$ cat config.mk
export PLATFORM = sky130hd
export DESIGN_NAME = bst_timing_regs
export DESIGN_NICKNAME = d
export VERILOG_FILES = /design/src/include/bst_pkg.sv /design/src/hdl/bst_timing_regs.sv
export SDC_FILE = /design/constraint.sdc
export NUM_CORES = 1
export LEC_CHECK = 0
export BUFFER_PORTS_ARGS = -buffer_cell sky130_fd_sc_hd__buf_2
export CORE_MARGIN = 10
export CORE_UTILIZATION = 55
export DETAILED_ROUTE_END_ITERATION = 16
export PLACE_DENSITY = 0.83
export SLEW_MARGIN = 20
export SYNTH_ARGS = -nofsm -noshare
export SYNTH_HDL_FRONTEND = slang
export SYNTH_SLANG_ARGS = --single-unit
$ cat constraint.sdc
create_clock -name CLOCK -period 5.55 [get_ports CLOCK]
set_input_delay 1.11 -clock CLOCK [delete_from_list [all_inputs] [get_ports CLOCK]]
set_output_delay 1.11 -clock CLOCK [all_outputs]
set_load 0.05 [all_outputs]
$ cat src/include/bst_pkg.sv
`default_nettype none
package bst_pkg;
  // ************************************************************
  // register map
  // ************************************************************
  localparam logic [7:0] WAIT_TIMES_ADDR = 8'h28; // bemf_wait_times
  localparam logic [7:0] OD_SAMPLE_ADDR = 8'h29; // overdrive_and_sample_timing
  localparam logic [7:0] WAIT_TIMES_RESET = 8'h11;
  localparam logic [7:0] OD_SAMPLE_RESET = 8'h0C;
  localparam int SETTLE_MSB = 7;
  localparam int SETTLE_LSB = 4;
  localparam int DISCH_MSB = 3;
  localparam int DISCH_LSB = 0;
  localparam int RSVD_MSB = 7;
  localparam int RSVD_LSB = 6;
  localparam int CLAMP_MSB = 5;
  localparam int CLAMP_LSB = 4;
  localparam int SAMPLE_MSB = 3;
  localparam int SAMPLE_LSB = 2;
  localparam int WIN_MSB = 1;
  localparam int WIN_LSB = 0;
  localparam logic [1:0] CLAMP_AUTO = 2'h0;
  // ************************************************************
  // timing
  // ************************************************************
  localparam int CLK_MHZ = 250;
  localparam int US_CYCLES = CLK_MHZ; // cycles per microsecond
  localparam int MS_CYCLES = CLK_MHZ * 1000;
  localparam int CLAMP1_MS = 25;
  localparam int CLAMP2_MS = 50;
  localparam int CLAMP3_MS = 100;
  localparam int LRA_US [16] = '{15, 25, 50, 75, 90, 105, 120, 135,
                                 150, 165, 180, 195, 210, 235, 260, 285};
  localparam int ERM_US [4] = '{45, 75, 150, 225};
  localparam int WIN_US [4] = '{100, 200, 300, 390};
  localparam int CNT_W = 25; // holds 100 ms at 250 MHz
  localparam logic [CNT_W-1:0] CLAMP_CYC [4] = '{
    25'h000_0000,
    25'(CLAMP1_MS * MS_CYCLES),
    25'(CLAMP2_MS * MS_CYCLES),
    25'(CLAMP3_MS * MS_CYCLES)};
endpackage : bst_pkg
`default_nettype wire

$ cat src/hdl/bst_timing_regs.sv
// Functional notes
// - settle-wait field bits 7:4 of first register, read/write, resets to 1
// - resonant settle codes 0..15 map to 15..285 us table
// - eccentric settle codes 0..3 map to 45,75,150,225 us; others undefined
// - discharge-wait field bits 3:0 of first register, read/write, resets to 1
// - resonant discharge codes use same 15..285 us table
// - eccentric discharge codes 0..3 map to 45,75,150,225 us
// - overdrive clamp field bits 5:4, resets 0; 0 means unlimited
// - clamp codes 1,2,3 limit overdrive/braking to 25,50,100 ms
// - on clamp expiry drop to nominal clamp at once, no crossing wait
// - clamp setting ignored during calibration or diagnostics
// - calibration always uses automatic unclamped overdrive
// - sample-offset field bits 3:2, read/write, resets to 3
// - crossing window bits 1:0, reset 0, codes give 100,200,300,390 us
`default_nettype none
module bst_timing_regs #(
  parameter int CNT_W = bst_pkg::CNT_W
) (
  // clock and reset
  input wire logic CLOCK,
  input wire logic RST,
  // register port from the serial control block
  input wire logic [7:0] REG_ADDR,
  input wire logic REG_WR,
  input wire logic [7:0] REG_WDATA,
  output logic [7:0] REG_RDATA,
  // actuator and sequencer context
  input wire logic ACT_IS_ERM,
  input wire logic CAL_ACTIVE,
  input wire logic DIAG_ACTIVE,
  input wire logic INTERVAL_START,
  input wire logic OVERDRIVE_ACTIVE,
  // timing outputs; settle, discharge and window in clock cycles
  output logic [CNT_W-1:0] SETTLE_CYC,
  output logic [CNT_W-1:0] DISCH_CYC,
  output logic [CNT_W-1:0] WINDOW_CYC,
  output logic [1:0] SAMPLE_OFFSET,
  output logic CODE_UNDEFINED,
  output logic CLAMP_TO_NOMINAL
);
  // ************************************************************
  // state
  // ************************************************************
  typedef struct packed {
    logic [7:0] wait_times;
    logic [7:0] od_sample;
    logic [7:0] rdata;
    logic [CNT_W-1:0] settle;
    logic [CNT_W-1:0] disch;
    logic [CNT_W-1:0] window;
    logic [1:0] sample;
    logic undef;
    logic [CNT_W-1:0] od_cnt;
    logic clamp;
  } bst_state_s;

  bst_state_s st_reg;
  bst_state_s st_next;

  initial begin
    if (CNT_W < 25) begin
      $error("CNT_W too narrow for the longest clamp period");
    end
  end

  // code to wait cycles for the selected actuator type
  function automatic logic [CNT_W-1:0] wait_cyc(input logic [3:0] code, input logic erm);
    logic [CNT_W-1:0] r;
    r = '0;
    if (erm) begin
      r = CNT_W'(bst_pkg::ERM_US[code[1:0]] * bst_pkg::US_CYCLES);
    end else begin
      r = CNT_W'(bst_pkg::LRA_US[code] * bst_pkg::US_CYCLES);
    end
    return r;
  endfunction : wait_cyc

  // ************************************************************
  // next state
  // ************************************************************
  always_comb begin
    logic [1:0] eff_clamp;
    eff_clamp = '0;
    st_next = st_reg;
    // register writes
    if (REG_WR && REG_ADDR == bst_pkg::WAIT_TIMES_ADDR) begin
      st_next.wait_times = REG_WDATA;
    end
    if (REG_WR && REG_ADDR == bst_pkg::OD_SAMPLE_ADDR) begin
      st_next.od_sample = REG_WDATA;
    end
    // readback, unmapped reads zero
    unique case (REG_ADDR)
      bst_pkg::WAIT_TIMES_ADDR: st_next.rdata = st_reg.wait_times;
      bst_pkg::OD_SAMPLE_ADDR: st_next.rdata = st_reg.od_sample;
      default: st_next.rdata = 8'h00;
    endcase
    // latch decoded timings at interval start only
    if (INTERVAL_START) begin
      st_next.settle = wait_cyc(st_reg.wait_times[bst_pkg::SETTLE_MSB:bst_pkg::SETTLE_LSB],
                                ACT_IS_ERM);
      st_next.disch = wait_cyc(st_reg.wait_times[bst_pkg::DISCH_MSB:bst_pkg::DISCH_LSB],
                               ACT_IS_ERM);
      st_next.window = CNT_W'(bst_pkg::WIN_US[st_reg.od_sample[bst_pkg::WIN_MSB:bst_pkg::WIN_LSB]]
                              * bst_pkg::US_CYCLES);
      st_next.sample = st_reg.od_sample[bst_pkg::SAMPLE_MSB:bst_pkg::SAMPLE_LSB];
      st_next.undef = ACT_IS_ERM &&
        (st_reg.wait_times[7:6] != 2'h0 || st_reg.wait_times[3:2] != 2'h0);
    end
    // overdrive clamp timer
    eff_clamp = st_reg.od_sample[bst_pkg::CLAMP_MSB:bst_pkg::CLAMP_LSB];
    if (CAL_ACTIVE || DIAG_ACTIVE) begin
      eff_clamp = bst_pkg::CLAMP_AUTO;
    end
    if (!OVERDRIVE_ACTIVE || eff_clamp == bst_pkg::CLAMP_AUTO) begin
      st_next.od_cnt = '0;
      st_next.clamp = 1'b0;
    end else if (st_reg.od_cnt + 1'b1 >= bst_pkg::CLAMP_CYC[eff_clamp]) begin
      st_next.clamp = 1'b1;
    end else begin
      st_next.od_cnt = st_reg.od_cnt + 1'b1;
    end
  end

  // ************************************************************
  // registers
  // ************************************************************
  always_ff @(posedge CLOCK) begin
    if (RST) begin
      st_reg <= '0;
      st_reg.wait_times <= bst_pkg::WAIT_TIMES_RESET;
      st_reg.od_sample <= bst_pkg::OD_SAMPLE_RESET;
      st_reg.sample <= bst_pkg::OD_SAMPLE_RESET[bst_pkg::SAMPLE_MSB:bst_pkg::SAMPLE_LSB];
    end else begin
      st_reg <= st_next;
    end
  end

  // outputs straight from flip-flops
  assign REG_RDATA = st_reg.rdata;
  assign SETTLE_CYC = st_reg.settle;
  assign DISCH_CYC = st_reg.disch;
  assign WINDOW_CYC = st_reg.window;
  assign SAMPLE_OFFSET = st_reg.sample;
  assign CODE_UNDEFINED = st_reg.undef;
  assign CLAMP_TO_NOMINAL = st_reg.clamp;

  // ************************************************************
  // checks
  // ************************************************************
  a_reset_values: assert property (@(posedge CLOCK) $past(RST) |->
    st_reg.wait_times == 8'h11 && st_reg.od_sample == 8'h0C)
    else $error("register reset values wrong");
  a_clamp_ignored: assert property (@(posedge CLOCK) disable iff (RST)
    (CAL_ACTIVE || DIAG_ACTIVE) |=> !CLAMP_TO_NOMINAL)
    else $error("clamp active during calibration or diagnostics");
  a_auto_unclamped: assert property (@(posedge CLOCK) disable iff (RST)
    (st_reg.od_sample[5:4] == 2'h0) |=> !CLAMP_TO_NOMINAL)
    else $error("clamp with automatic overdrive");
  a_clamp_drop: assert property (@(posedge CLOCK) disable iff (RST)
    !OVERDRIVE_ACTIVE |=> !CLAMP_TO_NOMINAL)
    else $error("clamp outlived overdrive");
  a_hold_between: assert property (@(posedge CLOCK) disable iff (RST)
    !INTERVAL_START |=> $stable(SETTLE_CYC) && $stable(DISCH_CYC))
    else $error("wait changed mid interval");
  a_lra_settle: assert property (@(posedge CLOCK) disable iff (RST)
    INTERVAL_START && !ACT_IS_ERM && st_reg.wait_times[7:4] == 4'h0 |=>
    SETTLE_CYC == 25'd3750)
    else $error("resonant settle code 0 wrong");
  a_erm_disch: assert property (@(posedge CLOCK) disable iff (RST)
    INTERVAL_START && ACT_IS_ERM && st_reg.wait_times[3:0] == 4'h3 |=>
    DISCH_CYC == 25'd56250)
    else $error("eccentric discharge code 3 wrong");
  a_window_max: assert property (@(posedge CLOCK) disable iff (RST)
    INTERVAL_START && st_reg.od_sample[1:0] == 2'h3 |=> WINDOW_CYC == 25'd97500)
    else $error("window code 3 wrong");
  a_clamp_time: assert property (@(posedge CLOCK) disable iff (RST)
    $rose(CLAMP_TO_NOMINAL) && !$past(CAL_ACTIVE) && !$past(DIAG_ACTIVE) &&
    $past(st_reg.od_sample[5:4]) == 2'h1 |-> $past(st_reg.od_cnt) == 25'd6249999)
    else $error("clamp period 1 wrong");
endmodule : bst_timing_regs
`default_nettype wire

==> impl_metrics.ini <==
[pwr]
power.net_switching_uw = 571
p_comb_frac = 0.172
cellLeakagePower_nw = 5.56
seq_power_share = 0.439
swShare = 0.331
finalPower_mw = 1.72
power_density_nw_per_um2 = 156
p_int_mw = 1.15
max-vdd-ir-drop_v = 0.000140
clkPwrFrac = 0.390

[worst_setup_path]
rr_startpoint = st_reg[121]$_SDFFE_PP0P_
cp_max_fo = 4
worst-setup-path-type = flip-flop to flip-flop
crit_required_ns = 5.83
cp-start-kind = flip-flop
worstSetupEndpointType = flip-flop
startpoint = st_reg[121]$_SDFFE_PP0P_
cp_data_arrival_time_ns = 5.66

[cells_and_area]
largest_register_ffs = 41
drive_gt1_frac = 0.147
multi_input_area_sq_um = 7160
final-seq-area_sq_um = 2020
stdcell_count = 1517
syn_to_final_growth_pct = 7.27
final_cell_area_sq_um = 11000
nets = 1498
fill_cells = 1547

[timing]
relSlewSlack = 0.422
setup_viol = 0
hold_violations = 0
hold_slack_ns = 0.472
skew_ns = 0.00834
fin_crit_ns = 5.37
period_share = 0.968
tightest_slew_ns = 0.867
fmax_mhz = 186
finalMaxSlewViolations = 0

[cts]
cts_inserted_buffers = 9
cts_root_buf = clkbuf_16
cts_hold_buffers = 0
clkSinkCount = 101
cts_tree = yes
ctsHtreeMaxLevel = 3
clock_path_buffers = 2
clk_pin_slew_ns = 0.08
clock_latency_ns = 0.37

[floorplanning]
initial_core_util = 0.565
pin_count = 111
chipWidth_microns = 157
fp.dieH_microns = 157
dieArea_sq_um = 24600
rows = 49
fp.coreArea_sq_um = 18200

[synthesis]
synth_top_area_share = 0.197
synthTopCellsByArea = dfxtp_1, ha_1, fa_1
yosys_warnings = 0
yosysMostFrequentCell = ha_1
synth_edf_count = 0
async_flop_share = 0
seq_area_frac_synth = 0.197
ys_types = 70
postSynthCellCount = 1251
yosysTopAreaCell = dfxtp_1
synth-seq-cells = 101
syn_area_sq_um = 10300
avgSynthCellArea_sq_um = 8.22
ys_top_cells_by_count = ha_1, inv_1, nor2_1, dfxtp_1, buf_4
synth_flop_cell = dfxtp_1

[status]
outcome = finished, final reports clean

[grt]
grt_max_degree = 71
grt-ovfl-total = 0
antenna_found_initial = 1
track_usage = 0.194
grt_pass1_vias = 8232
grt_pass1_wl_microns = 39400

[place]
dp.cells = 1497
routabilityCongestion = 0.889
port_buffers = 88
dpl_cell_area_sq_um = 10600
dp_hpwl_microns = 18700

[detailed_routing]
dr.pass1.iters = 5
wire_per_inst_microns = 16.3
final_antenna_net_count = 0
drt_iter0_markers = 423
routed_via_density = 5.61
via_count = 8514
routed_wl_microns = 24700
drc_errors = 0

[job]
cap_violations = 0

[hold_path]
hp-start = WINDOW_CYC[18]$_SDFFE_PP0P_
hold_class = flip-flop to flip-flop
[power by group through the flow]
| stage | Sequential, mW | Clock, mW | Combinational [mW] |
|---|---|---|---|
| 2_1_floorplan | 0.770 | 0 | 0.264 |
| 3_3_place_gp | 0.772 | 0 | 0.282 |
| 3_5_place_dp | 0.773 | 0 | 0.285 |
| 4_1_cts | 0.756 | 0.680 | 0.288 |
| 5_1_grt | 0.758 | 0.706 | 0.318 |
| 6_report | 0.756 | 0.671 | 0.296 |
[layout by cell type (no fill, tap or decap), drive strengths merged, types with 5 or more instances in the layout]
master | Yosys | routed
ha | 145 | 145
inv | 137 | 141
nor2 | 132 | 132
buf | 95 | 128
dfxtp | 101 | 101
nand2 | 85 | 85
a21oi | 53 | 53
o21ai | 49 | 49
fa | 47 | 47
xnor2 | 31 | 31
nand3 | 31 | 31
xor2 | 31 | 31
mux2i | 28 | 28
nand2b | 28 | 28
conb | 1 | 26
a211oi | 22 | 22
nor3 | 20 | 20
o211ai | 14 | 14
nor2b | 13 | 13
and3 | 13 | 13
o21a | 11 | 11
a21o | 10 | 10
o22ai | 10 | 10
clkbuf | 38 | 9
nand4 | 8 | 8
or4 | 8 | 8
a31o | 8 | 8
and2 | 7 | 7
a311oi | 7 | 7
a211o | 6 | 6
a31oi | 6 | 6
o311a | 5 | 5
or3 | 5 | 5
o31ai | 5 | 5
o311ai | 5 | 5
[metal layers]
metal	routed length [microns]	global-route usage
met2	12500	0.345
met5	0	0
met3	1080	0.0274
met1	10600	0.231
met4	543	0.0724
[layout make-up]
class,instances,share of cell area
multi-input combinational,905,0.649
sequential,101,0.183
timing repair buffer,128,0.0671
inverter,137,0.0466
tap,229,0.0260
clock buffer,9,0.0204
clock inverter,7,0.00771
antenna,1,0.000227
[repair_timing]
| action | CTS | global route |
|---|---|---|
| gates resized for setup | 3 | 29 |
| endpoints found under the setup margin | 2 | 13 |
| cloned | 0 | 0 |
| buffers inserted | 1 | 2 |
| pin swaps | 2 | 5 |
| endpoints found under the hold margin | 0 | 0 |
[metrics by stage]
step	utilization	setup TNS [ns]	worst slack, ns
after floorplan	-	-0.00948	-0.00948
after global placement	0.579	0	0.0850
after detailed placement	0.579	-0.193	-0.193
after CTS	0.598	0	0.00314
after global routing	0.606	-0.0207	-0.00900
final	0.606	0	0.178
[critical path, cell delays in order (launching register included)]
cell	delay, ns
dfxtp_2	0.37
inv_1	0.09
ha_4	0.29
nor2b_1	0.06
or3_1	0.36
o31ai_2	0.11
inv_2	0.12
fa_1	0.51
fa_1	0.50
inv_1	0.06
fa_1	0.53
inv_1	0.06
fa_1	0.53
inv_1	0.07
ha_4	0.26
o21ai_2	0.07
a211oi_2	0.08
or3_4	0.40
a31oi_4	0.18
buf_4	0.14
xnor2_1	0.11
nand2_1	0.10
a311oi_2	0.29
[path summary, 6_finish.rpt]
check / endpoint / slack [ns] / depth (start not counted)
worst min register to register: WINDOW_CYC[18]$_SDFFE_PP0P_ / 0.47 / 2
worst max-delay path: DISCH_CYC[15]$_SDFFE_PP0P_ / 0.18 / 22
worst max register to register: DISCH_CYC[15]$_SDFFE_PP0P_ / 0.18 / 22
worst min-delay path: WINDOW_CYC[18]$_SDFFE_PP0P_ / 0.47 / 2
[cell families (layout without fill, tap and decap cells)]
group	after synthesis	in the layout	synth area share
muxes	32	32	0.0338
buffers and inverters	270	281	0.131
adders and majority gates	192	192	0.268
other	1	27	0.000364
xor gates and xnor gates	62	62	0.0528
AOI/OAI and AO/OA	230	230	0.149
and+or+nand+nor	363	363	0.168
DFF	101	101	0.197
Power figures use the tool's default switching activity.
